$ cat config.mk
export PLATFORM = sky130hd
export DESIGN_NAME = itfs_top
export DESIGN_NICKNAME = d
export VERILOG_FILES = /design/src/common/itfs_pkg.sv /design/src/rtl/itfs_top.sv
export VERILOG_INCLUDE_DIRS = /design/src /design/src/common
export SDC_FILE = /design/constraint.sdc
export NUM_CORES = 1
export LEC_CHECK = 0
export BUFFER_PORTS_ARGS = -buffer_cell sky130_fd_sc_hd__clkbuf_2
export CORE_MARGIN = 8
export CORE_UTILIZATION = 54
export DETAILED_ROUTE_END_ITERATION = 10
export HOLD_SLACK_MARGIN = 0.12
export PLACE_DENSITY = 0.77
export SLEW_MARGIN = 0
export SYNTH_ARGS = -nofsm -noshare
export SYNTH_HDL_FRONTEND = slang
export SYNTH_SLANG_ARGS = --single-unit
$ cat constraint.sdc
create_clock -name CLOCK -period 2.25 [get_ports CLOCK]
set_input_delay 0.45 -clock CLOCK [delete_from_list [all_inputs] [get_ports CLOCK]]
set_output_delay 0.45 -clock CLOCK [all_outputs]
set_load 0.005 [all_outputs]
$ cat src/common/itfs_cfg.svh
`ifndef ITFS_CFG_SVH
`define ITFS_CFG_SVH

// Register offsets of the eight selection settings
`define ITFS_OFS_ONE     16'h0438
`define ITFS_OFS_TWO     16'h0439
`define ITFS_OFS_THREE   16'h0400
`define ITFS_OFS_FOUR    16'h0401
`define ITFS_OFS_FIVE    16'h0402
`define ITFS_OFS_SIX     16'h0403
`define ITFS_OFS_SEVEN   16'h0404
`define ITFS_OFS_EIGHT   16'h0405

// Normal defaults
`define ITFS_RST_ONE     16'h0040
`define ITFS_RST_TWO     16'h0041
`define ITFS_RST_THREE   16'h0024
`define ITFS_RST_FOUR    16'h0014
`define ITFS_RST_FIVE    16'h0003
`define ITFS_RST_SIX     16'h0004
`define ITFS_RST_SEVEN   16'h0006
`define ITFS_RST_EIGHT   16'h0008

// Defaults after a three-wire initialization
`define ITFS_ALT_FIVE    16'h0000
`define ITFS_ALT_SIX     16'h0003
`define ITFS_ALT_SEVEN   16'h0004
`define ITFS_ALT_EIGHT   16'h0006

// Legal code range
`define ITFS_CODE_MAX    16'h009f
`define ITFS_MIN_FIRST   16'h0001
`define ITFS_MIN_OTHER   16'h0000

// Function codes
`define ITFS_F_THREE_WIRE 16'h0000
`define ITFS_F_LOCAL      16'h0001
`define ITFS_F_SRC_TWO    16'h0002
`define ITFS_F_STEP_B0    16'h0003
`define ITFS_F_STEP_B1    16'h0004
`define ITFS_F_STEP_B2    16'h0005
`define ITFS_F_JOG        16'h0006
`define ITFS_F_RAMP       16'h0007
`define ITFS_F_INH_NO     16'h0008
`define ITFS_F_INH_NC     16'h0009
`define ITFS_F_THROUGH    16'h000f

// Reference index of the jog reference, above the eight stored steps
`define ITFS_REF_JOG      4'h8
`define ITFS_NO_SLOT      4'hf

`endif

$ cat src/common/itfs_pkg.sv
`default_nettype none
package itfs_pkg;
	typedef logic [15:0] itfs_code_type;
	typedef logic [7:0]  itfs_term_type;
	typedef logic [3:0]  itfs_ref_type;
endpackage
`default_nettype wire

$ cat src/rtl/itfs_top.sv
// Function
// Eight terminal selection settings, codes up to 9F
// First two terminals minimum code 1, others 0
// Software should set unused terminals to F
// Three-wire init loads alternative default codes
// Code 0: reverse; terminals 1,2 run/stop
// Code 1: closed local, open remote
// Code 2: open source 1, closed source 2
// Codes 3,4,5 pick one of eight references
// Code 6: jog reference, overrides all others
// Code 7 selects ramp time set 1 or 2
// Code 8: closed terminal blocks drive output
// Code 9: open terminal blocks drive output
// Code F: no function, state readable
// Binary step weight, code 3 is LSB
// Unassigned step bit reads as open
`include "itfs_cfg.svh"
`default_nettype none
module itfs_top
(
	input  wire logic                    CLOCK,
	input  wire logic                    RST_N,
	input  wire itfs_pkg::itfs_term_type TERM_IN,
	input  wire itfs_pkg::itfs_code_type REG_ADDR,
	input  wire itfs_pkg::itfs_code_type REG_WDATA,
	input  wire logic                    REG_WR,
	input  wire logic                    REG_RD,
	input  wire logic                    INIT_TWO_WIRE,
	input  wire logic                    INIT_THREE_WIRE,
	output var  itfs_pkg::itfs_code_type REG_RDATA,
	output var  logic                    REG_ERR,
	output var  logic                    THREE_WIRE_EN,
	output var  logic                    RUN_CMD,
	output var  logic                    STOP_CMD,
	output var  logic                    REVERSE_CMD,
	output var  logic                    LOCAL_SEL,
	output var  logic                    SOURCE_TWO_SEL,
	output var  itfs_pkg::itfs_ref_type  REF_INDEX,
	output var  logic                    JOG_SEL,
	output var  logic                    RAMP_SET_TWO,
	output var  logic                    OUTPUT_INHIBIT,
	output var  itfs_pkg::itfs_term_type THROUGH_STATE
);
	import itfs_pkg::*;

	itfs_code_type sel_q [8];
	itfs_term_type meta_q;
	itfs_term_type term_q;

	// Register offset to terminal slot; no slot for unmapped addresses
	function automatic itfs_ref_type slot_of(input itfs_code_type a);
		case (a)
			`ITFS_OFS_ONE:   slot_of = 4'h0;
			`ITFS_OFS_TWO:   slot_of = 4'h1;
			`ITFS_OFS_THREE: slot_of = 4'h2;
			`ITFS_OFS_FOUR:  slot_of = 4'h3;
			`ITFS_OFS_FIVE:  slot_of = 4'h4;
			`ITFS_OFS_SIX:   slot_of = 4'h5;
			`ITFS_OFS_SEVEN: slot_of = 4'h6;
			`ITFS_OFS_EIGHT: slot_of = 4'h7;
			default:         slot_of = `ITFS_NO_SLOT;
		endcase
	endfunction

	// Mask of terminals that hold a given function code
	function automatic itfs_term_type holders(input itfs_code_type c,
		input itfs_code_type s0, input itfs_code_type s1,
		input itfs_code_type s2, input itfs_code_type s3,
		input itfs_code_type s4, input itfs_code_type s5,
		input itfs_code_type s6, input itfs_code_type s7);
		holders = {s7 == c, s6 == c, s5 == c, s4 == c,
			s3 == c, s2 == c, s1 == c, s0 == c};
	endfunction

	// Write qualification
	// A refused write leaves the setting untouched and only pulses REG_ERR
	wire itfs_ref_type  wr_slot = slot_of(REG_ADDR);
	wire logic          wr_map  = (wr_slot != `ITFS_NO_SLOT);
	wire itfs_code_type wr_min  = (wr_slot < 4'h2) ? `ITFS_MIN_FIRST
		: `ITFS_MIN_OTHER;
	wire logic wr_legal = wr_map && (REG_WDATA <= `ITFS_CODE_MAX)
		&& (REG_WDATA >= wr_min);
	wire logic wr_ok  = REG_WR && wr_legal;
	wire logic wr_bad = REG_WR && !wr_legal;
	wire logic rd_map = (slot_of(REG_ADDR) != `ITFS_NO_SLOT);
	wire itfs_code_type rd_val = rd_map ? sel_q[wr_slot[2:0]] : 16'h0000;

	// Terminal function masks
	// Full 16-bit compare, so codes outside 0 to 9 and F select nothing
	wire itfs_term_type m_3w   = holders(`ITFS_F_THREE_WIRE, sel_q[0],
		sel_q[1], sel_q[2], sel_q[3], sel_q[4], sel_q[5], sel_q[6], sel_q[7]);
	wire itfs_term_type m_loc  = holders(`ITFS_F_LOCAL, sel_q[0],
		sel_q[1], sel_q[2], sel_q[3], sel_q[4], sel_q[5], sel_q[6], sel_q[7]);
	wire itfs_term_type m_src  = holders(`ITFS_F_SRC_TWO, sel_q[0],
		sel_q[1], sel_q[2], sel_q[3], sel_q[4], sel_q[5], sel_q[6], sel_q[7]);
	wire itfs_term_type m_b0   = holders(`ITFS_F_STEP_B0, sel_q[0],
		sel_q[1], sel_q[2], sel_q[3], sel_q[4], sel_q[5], sel_q[6], sel_q[7]);
	wire itfs_term_type m_b1   = holders(`ITFS_F_STEP_B1, sel_q[0],
		sel_q[1], sel_q[2], sel_q[3], sel_q[4], sel_q[5], sel_q[6], sel_q[7]);
	wire itfs_term_type m_b2   = holders(`ITFS_F_STEP_B2, sel_q[0],
		sel_q[1], sel_q[2], sel_q[3], sel_q[4], sel_q[5], sel_q[6], sel_q[7]);
	wire itfs_term_type m_jog  = holders(`ITFS_F_JOG, sel_q[0],
		sel_q[1], sel_q[2], sel_q[3], sel_q[4], sel_q[5], sel_q[6], sel_q[7]);
	wire itfs_term_type m_ramp = holders(`ITFS_F_RAMP, sel_q[0],
		sel_q[1], sel_q[2], sel_q[3], sel_q[4], sel_q[5], sel_q[6], sel_q[7]);
	wire itfs_term_type m_no   = holders(`ITFS_F_INH_NO, sel_q[0],
		sel_q[1], sel_q[2], sel_q[3], sel_q[4], sel_q[5], sel_q[6], sel_q[7]);
	wire itfs_term_type m_nc   = holders(`ITFS_F_INH_NC, sel_q[0],
		sel_q[1], sel_q[2], sel_q[3], sel_q[4], sel_q[5], sel_q[6], sel_q[7]);
	wire itfs_term_type m_thr  = holders(`ITFS_F_THROUGH, sel_q[0],
		sel_q[1], sel_q[2], sel_q[3], sel_q[4], sel_q[5], sel_q[6], sel_q[7]);

	// In three-wire mode the first two terminals leave their own functions
	wire logic          tw_d  = |m_3w;
	wire itfs_term_type own   = tw_d ? 8'hfc : 8'hff;
	wire itfs_term_type act   = term_q & own;
	wire itfs_term_type opn   = ~term_q & own;

	// Step bits absent from every terminal stay open
	wire logic [2:0] step_d = {|(m_b2 & act), |(m_b1 & act),
		|(m_b0 & act)};
	wire logic jog_d = |(m_jog & act);
	wire itfs_ref_type ref_d = jog_d ? `ITFS_REF_JOG
		: {1'b0, step_d};
	wire logic inh_d = |(m_no & act) | |(m_nc & opn);

	// Defaults loaded by an initialization command; three-wire wins
	wire logic          init_any   = INIT_THREE_WIRE || INIT_TWO_WIRE;
	wire itfs_code_type init_five  = INIT_THREE_WIRE ? `ITFS_ALT_FIVE
		: `ITFS_RST_FIVE;
	wire itfs_code_type init_six   = INIT_THREE_WIRE ? `ITFS_ALT_SIX
		: `ITFS_RST_SIX;
	wire itfs_code_type init_seven = INIT_THREE_WIRE ? `ITFS_ALT_SEVEN
		: `ITFS_RST_SEVEN;
	wire itfs_code_type init_eight = INIT_THREE_WIRE ? `ITFS_ALT_EIGHT
		: `ITFS_RST_EIGHT;

	// Terminal pins are asynchronous to CLOCK; first synchroniser stage
	always_ff @(posedge CLOCK or negedge RST_N)
	begin
		if (!RST_N)
			meta_q <= 8'h00;
		else
			meta_q <= TERM_IN;
	end

	// Second stage; only this one feeds the decode, never meta_q
	always_ff @(posedge CLOCK or negedge RST_N)
	begin
		if (!RST_N)
			term_q <= 8'h00;
		else
			term_q <= meta_q;
	end

	// Selection settings; initialization wins over a same-cycle write
	always_ff @(posedge CLOCK or negedge RST_N)
	begin
		if (!RST_N)
		begin
			sel_q[0] <= `ITFS_RST_ONE;
			sel_q[1] <= `ITFS_RST_TWO;
			sel_q[2] <= `ITFS_RST_THREE;
			sel_q[3] <= `ITFS_RST_FOUR;
			sel_q[4] <= `ITFS_RST_FIVE;
			sel_q[5] <= `ITFS_RST_SIX;
			sel_q[6] <= `ITFS_RST_SEVEN;
			sel_q[7] <= `ITFS_RST_EIGHT;
		end
		else if (init_any)
		begin
			sel_q[0] <= `ITFS_RST_ONE;
			sel_q[1] <= `ITFS_RST_TWO;
			sel_q[2] <= `ITFS_RST_THREE;
			sel_q[3] <= `ITFS_RST_FOUR;
			sel_q[4] <= init_five;
			sel_q[5] <= init_six;
			sel_q[6] <= init_seven;
			sel_q[7] <= init_eight;
		end
		else if (wr_ok)
			sel_q[wr_slot[2:0]] <= REG_WDATA;
	end

	// Read data holds between reads, so the host may fetch it late
	always_ff @(posedge CLOCK or negedge RST_N)
	begin
		if (!RST_N)
			REG_RDATA <= 16'h0000;
		else if (REG_RD)
			REG_RDATA <= rd_val;
	end

	// One-cycle error pulse for a refused write or an unmapped read
	always_ff @(posedge CLOCK or negedge RST_N)
	begin
		if (!RST_N)
			REG_ERR <= 1'b0;
		else
			REG_ERR <= wr_bad || (REG_RD && !rd_map);
	end

	// Three-wire mode follows the settings, not the terminals
	always_ff @(posedge CLOCK or negedge RST_N)
	begin
		if (!RST_N)
			THREE_WIRE_EN <= 1'b0;
		else
			THREE_WIRE_EN <= tw_d;
	end

	// Run contact on terminal one
	always_ff @(posedge CLOCK or negedge RST_N)
	begin
		if (!RST_N)
			RUN_CMD <= 1'b0;
		else
			RUN_CMD <= tw_d && term_q[0];
	end

	// Stop is a break contact, so a broken wire also stops the drive
	always_ff @(posedge CLOCK or negedge RST_N)
	begin
		if (!RST_N)
			STOP_CMD <= 1'b0;
		else
			STOP_CMD <= tw_d && !term_q[1];
	end

	// Reverse from any closed code-0 terminal
	always_ff @(posedge CLOCK or negedge RST_N)
	begin
		if (!RST_N)
			REVERSE_CMD <= 1'b0;
		else
			REVERSE_CMD <= tw_d && |(m_3w & act);
	end

	// Local when closed, remote when open
	always_ff @(posedge CLOCK or negedge RST_N)
	begin
		if (!RST_N)
			LOCAL_SEL <= 1'b0;
		else
			LOCAL_SEL <= |(m_loc & act);
	end

	// Source set two when closed
	always_ff @(posedge CLOCK or negedge RST_N)
	begin
		if (!RST_N)
			SOURCE_TWO_SEL <= 1'b0;
		else
			SOURCE_TWO_SEL <= |(m_src & act);
	end

	// Reference index; jog sits above the stored steps
	always_ff @(posedge CLOCK or negedge RST_N)
	begin
		if (!RST_N)
			REF_INDEX <= 4'h0;
		else
			REF_INDEX <= ref_d;
	end

	// Jog flag, registered with the index so both move together
	always_ff @(posedge CLOCK or negedge RST_N)
	begin
		if (!RST_N)
			JOG_SEL <= 1'b0;
		else
			JOG_SEL <= jog_d;
	end

	// Ramp time set two when closed
	always_ff @(posedge CLOCK or negedge RST_N)
	begin
		if (!RST_N)
			RAMP_SET_TWO <= 1'b0;
		else
			RAMP_SET_TWO <= |(m_ramp & act);
	end

	// Output inhibit for either contact sense
	always_ff @(posedge CLOCK or negedge RST_N)
	begin
		if (!RST_N)
			OUTPUT_INHIBIT <= 1'b0;
		else
			OUTPUT_INHIBIT <= inh_d;
	end

	// Pass-through terminals; all other bits read as open
	always_ff @(posedge CLOCK or negedge RST_N)
	begin
		if (!RST_N)
			THROUGH_STATE <= 8'h00;
		else
			THROUGH_STATE <= m_thr & term_q;
	end
endmodule
`default_nettype wire

=== After elaboration in Yosys (flattened, before gate mapping) ===
Cells that the tools add are included.

* Output and inout port bits: 38
* Register bits after elaboration: 182
* Word-level logic and storage cells: 184
* Input port bits: 46

* Muxes and demuxes: 17
* Bitwise operators: 16
* Eq/ne operators: 89
* Reductions and logical operators: 34
* Magnitude comparators: 5

{| class="wikitable"
|+ Operators by type and width
! cell !! count
|-
| 16-bit by 3-bit equality test with 1-bit output, second input constant || 32
|-
| 16-bit by 4-bit equality test with 1-bit output, second input constant || 24
|-
| 16-bit by 2-bit equality test with 1-bit output, second input constant || 16
|-
| 128-bit 2-to-1 mux || 2
|-
| 128-bit bitwise mux || 1
|-
| 16-bit by 1-bit equality test with 1-bit output, second input constant || 8
|-
| 16-bit by 11-bit equality test with 1-bit output, second input constant || 8
|-
| 16-bit logical NOT || 8
|-
| 8-bit AND || 13
|-
| 8-bit OR reduction || 11
|-
| 16-bit 2-to-1 mux || 4
|-
| 16-bit binary-select mux with 3-bit select || 1
|-
| 16-bit demux with 3-bit select || 1
|-
| 4-bit case mux with 8 select lines || 1
|-
| 16-bit by 1-bit greater-or-equal comparator with 1-bit output || 1
|-
| 16-bit by 8-bit less-or-equal comparator with 1-bit output, second input constant || 1
|-
| 1-bit logical AND || 9
|-
| 4-bit 2-to-1 mux || 2
|-
| 8-bit NOT || 1
|-
| 2-bit 2-to-1 mux || 3
|-
| 4-bit greater-or-equal comparator, second input constant || 1
|-
| 4-bit by 1-bit < comparator with 1-bit output, second input constant || 1
|-
| 4-bit by 2-bit < comparator with 1-bit output, second input constant || 1
|-
| 4-bit inequality test, second input constant || 1
|-
| other kinds (7) || 10
|}

=== Logic depth before layout (Yosys ltp) ===
* Word-level depth: 10
* Mapped depth: 14
* Mapped depth without buffers: 11

=== Least setup slack after synthesis ===
No wires, ideal clock.

* Path kind: input -> register
* From: input port REG_ADDR[9]
* To: register sel_q[103] (netlist bit)
* Arrival: 3.511 ns
* Slack: -1.393 ns
* Data required time: 2.118 ns
* Cell stages on the path: 13
* Setup time: 0.132 ns
* Path buffers: 2
* Path through: nor4b_1 -> nand3_1 -> or3_1 -> clkbuf_1 -> inv_1 -> ha_1 -> or4b_2 -> nor4_1 -> nor3b_2 -> nand3_2 -> buf_2 -> mux2i_1 -> nor2_1

* Longest elaborated chain between the ends: 10
* Elaborated cells between the ends (all ways): 26
* Those cells by class: 4 x order compare; 9 x eq/ne; 7 x mux; 1 x bitwise; 5 x reduce/logical

{| class="wikitable"
|+ RTL lines
! element !! line !! RTL
|-
| start, declared || itfs_top.sv:24 || <nowiki>input wire itfs_pkg::itfs_code_type REG_ADDR,</nowiki>
|-
| 16-bit by 11-bit equality test with 1-bit output || itfs_top.sv:52 || <nowiki>case (a)</nowiki>
|-
| 4-bit case mux with 8 select lines * || itfs_top.sv:52 ||
|-
| parallel branches: the longest is 8 deep, another holds 16-bit by 1-bit greater-or-equal comparator with 1-bit output || -- ||
|-
| end, declared || itfs_top.sv:46 || <nowiki>itfs_code_type sel_q [8];</nowiki>
|}

Every way passes the cells marked *. The select of a mux whose other input is x is not followed.
A chain may end at the register's enable or synchronous reset.

=== Final worst setup path ===
* From: input port REG_ADDR[13]
* To: register sel_q[49] (netlist bit)

Same word-level chain as after synthesis.

==> results.py <==
metrics = {
    "sta": {
        "finalWorstSetupSlack_ns": -0.508,
        "fin_skew_ns": 0.00695,
        "hold_ws_ns": 0.127,
        "relSlewSlack": 0.322,
        "setup_viol": 136,
        "rsz0062_at_grt": "yes",
        "period_needed_ns": 2.76,
        "hold_viol": 0,
        "fmax_mhz": 363,
        "period_share": 1.23,
        "fin_setup_tns_ns": -52.85,
        "finalMaxSlewViolations": 0,
        "worst_slew_pin_slew_ns": 1.02,
    },
    "layout": {
        "multiInputGateArea_um2": 4400,
        "num-nets-final": 1103,
        "diodes": 0,
        "fill_cells": 1147,
        "drive_gt1_frac": 0.344,
        "regArea_um2": 4550,
        "area_delta_synth_final_pct": 34.7,
        "instances_no_fill": 1289,
        "fin_util": 0.733,
    },
    "logic_synthesis": {
        "ys_top_cells_by_area": "dfrtp_1, mux2i_1, and3_1, dfstp_2, nor2_1",
        "yosysWarnings": 0,
        "async_flop_share": 1.00,
        "syn-cell-area_um2": 8890,
        "ys_top_cells_by_count": "dfrtp_1, mux2i_1, nor2_1",
        "syn_avg_cell_area_um2": 10.5,
        "yosys.area.top_type": "dfrtp_1",
        "synth_flop_cell": "dfrtp_1",
        "synth_top_area_share": 0.473,
        "yosysSeqAreaShare": 0.511,
        "syn-num-nets": 893,
        "yosysMostFrequentCell": "dfrtp_1",
        "ys_ff_latch": 181,
        "synth-edff-count": 0,
        "postSynthCellCount": 846,
        "synth.distinct_cells": 61,
    },
    "setup_path": {
        "cp_data_required_time_ns": 2.60,
        "crit_path_cell_trace": "buf_6 -> nor4_4 -> nand3_2 -> or3_4 -> clkinv_4 -> ha_4 -> or4b_4 -> nor4_4 -> or2_4 -> or3_4 -> buf_6 -> buf_4 -> mux2i_1 -> a21oi_1",
        "critPathBufInv": 4,
        "startpoint_type": "input pin",
        "worstPathArrival_ns": 3.11,
        "crit_fanout": 4,
        "crit_family": "simple AND/OR/NAND/NOR gates",
        "critPathMaxStageDelay_ns": 0.49,
        "slowest_stage": "or4b_4",
        "end_kind": "flip-flop",
        "criticalPathCategory": "in2reg",
    },
    "clocking": {
        "insertion_delay_ns": 0.43,
        "cts_sinks": 181,
        "numCtsBuffers": 17,
        "cts_buffer_depth": 2,
        "clkTransAtPathRegs_ns": 0.06,
        "root_buffer": "clkbuf_16",
        "cts_tree": "yes",
        "htree_levels": 4,
    },
    "floorplan": {
        "core_um2": 16300,
        "start_util": 0.544,
        "chipHeight_um": 144,
        "ios": 84,
        "die-area_um2": 20800,
        "die_width_um": 144,
        "rows": 47,
    },
    "power": {
        "p_comb_frac": 0.072,
        "ir_drop_v": 0.000550,
        "p_total_mw": 7.02,
        "netSwitchingFraction": 0.232,
        "internal_power_mw": 5.40,
        "p_sw_mw": 1.63,
        "p_leak_nw": 6.06,
        "p_seq_frac": 0.475,
        "p_per_area_nw_per_um2": 586,
        "p_clk_frac": 0.453,
    },
    "routing": {
        "avgViaCountPerCell": 6.24,
        "routedWlPerCell_um": 22.5,
        "postRouteWirelength_mm": 29.0,
        "detail-route-antenna-nets": 0,
        "dr.pass1.iters": 6,
        "vias": 8038,
        "drt_iter0_drc": 907,
        "remaining_drc_errors": 0,
    },
    "worst_hold_path": {
        "hp-class": "in2reg",
    },
    "global_route": {
        "grt_usage": 0.280,
        "grt_max_degree": 72,
        "grt_pass1_vias": 8146,
        "antenna_found_initial": 0,
        "grt_pass1_wl_mm": 44.3,
        "grt_overflow": 0,
    },
    "placement": {
        "numPortBuffers": 83,
        "dp.cells": 1242,
        "gp_congestion": 0.977,
        "dp_hpwl_mm": 20.0,
    },
    "run": {
        "cap_violations": 0,
    },
    "status": {
        "violations": "setup timing",
        "status": "finished, violations left",
    },
}
-- sequential cells by signal, summed over array words and instances (netlist names), 3 cells and up --
signal,cells
REF_INDEX,3
sel_q,128
REG_RDATA,16
term_q,8
THROUGH_STATE,8
meta_q,8
-- metrics by stage --
step	setup slack [ns]	area [µm²]
after floorplan	-0.949	9010
after global placement	-0.931	10700
after detailed placement	-1.05	10700
after CTS	-0.467	11700
after global routing	-0.646	12000
final	-0.508	12000
-- per-layer routing --
layer / vias to the layer above / GRT usage / part of all wire
li1: 3565 / - / -
met1: 3973 / 0.363 / 0.40
met2: 425 / 0.435 / 0.48
met3: 75 / 0.0673 / 0.083
met4: 0 / 0.133 / 0.036
met5: - / 0 / 0
-- power by group through the flow --
stage / combinational [mW] / clock, mW / sequential, mW
6_report: 0.505 / 3.18 / 3.34
5_1_grt: 0.544 / 3.31 / 3.34
4_1_cts: 0.486 / 3.19 / 3.34
3_5_place_dp: 0.442 / 0 / 3.40
3_3_place_gp: 0.437 / 0 / 3.39
2_1_floorplan: 0.188 / 0 / 3.39
-- cells by family after synthesis --
| group | share of synthesized area |
|---|---|
| compound gates | 0.119 |
| xor+xnor | 0.00788 |
| fa+ha+maj | 0.00141 |
| buf+inv | 0.0422 |
| flops | 0.511 |
| mux | 0.104 |
| simple gates | 0.215 |
-- layout by cell type (no fill, tap or decap), types with 5 or more instances in the layout --
cell type / n
o2bb2ai_1: 16
and3_1: 59
buf_6: 15
and2_1: 5
clkbuf_2: 81
buf_12: 13
a21oi_1: 13
a221oi_1: 16
dlygate4sd3_1: 6
or4_4: 10
dfrtp_1: 168
a211oi_1: 17
nand2_1: 37
inv_1: 24
nor2b_1: 6
and3_4: 13
or3_1: 7
or3_4: 5
nand4b_1: 6
nand2b_1: 8
buf_8: 5
o22ai_1: 22
nand4_1: 9
clkbuf_16: 19
dfstp_2: 13
mux2i_1: 89
a31oi_1: 7
a211o_1: 20
or4_1: 12
nand3_1: 12
nor3_1: 17
nor4_1: 17
nor2_1: 72
buf_4: 132
-- worst paths after layout --
| check | startpoint | end | slack (ns) | cells after the start |
|---|---|---|---|---|
| worst min-delay path | TERM_IN[3] | meta_q[3] | 0.13 | 1 |
| max in group asynchronous | RST_N | sel_q[85] | 0.98 | 3 |
| worst max register to register | sel_q[11] | REF_INDEX[0] | -0.13 | 7 |
| min in group asynchronous | RST_N | meta_q[5] | 0.53 | 2 |
| worst max-delay path | REG_ADDR[13] | sel_q[49] | -0.51 | 14 |
| worst min register to register | meta_q[0] | term_q[0] | 0.35 | 0 |
-- layout make-up --
class	instances	share of cell area
Clock buffer	20	0.0373
Multi-Input combinational cell	576	0.367
Timing Repair Buffer	255	0.170
Clock inverter	12	0.0148
Sequential cell	181	0.379
Inverter	25	0.00825
Tap cell	220	0.0230
-- what timing repair did --
action / 4_1_cts / 5_1_grt
hold endpoints to repair: 48 / 0
resized for setup: 57 / 39
cloned: 1 / 2
setup buffers: 3 / 5
setup endpoints to repair: 141 / 143
hold buffers: 6 / 0
pin swaps: 15 / 24
No activity file was read; power rests on OpenSTA's default activity.
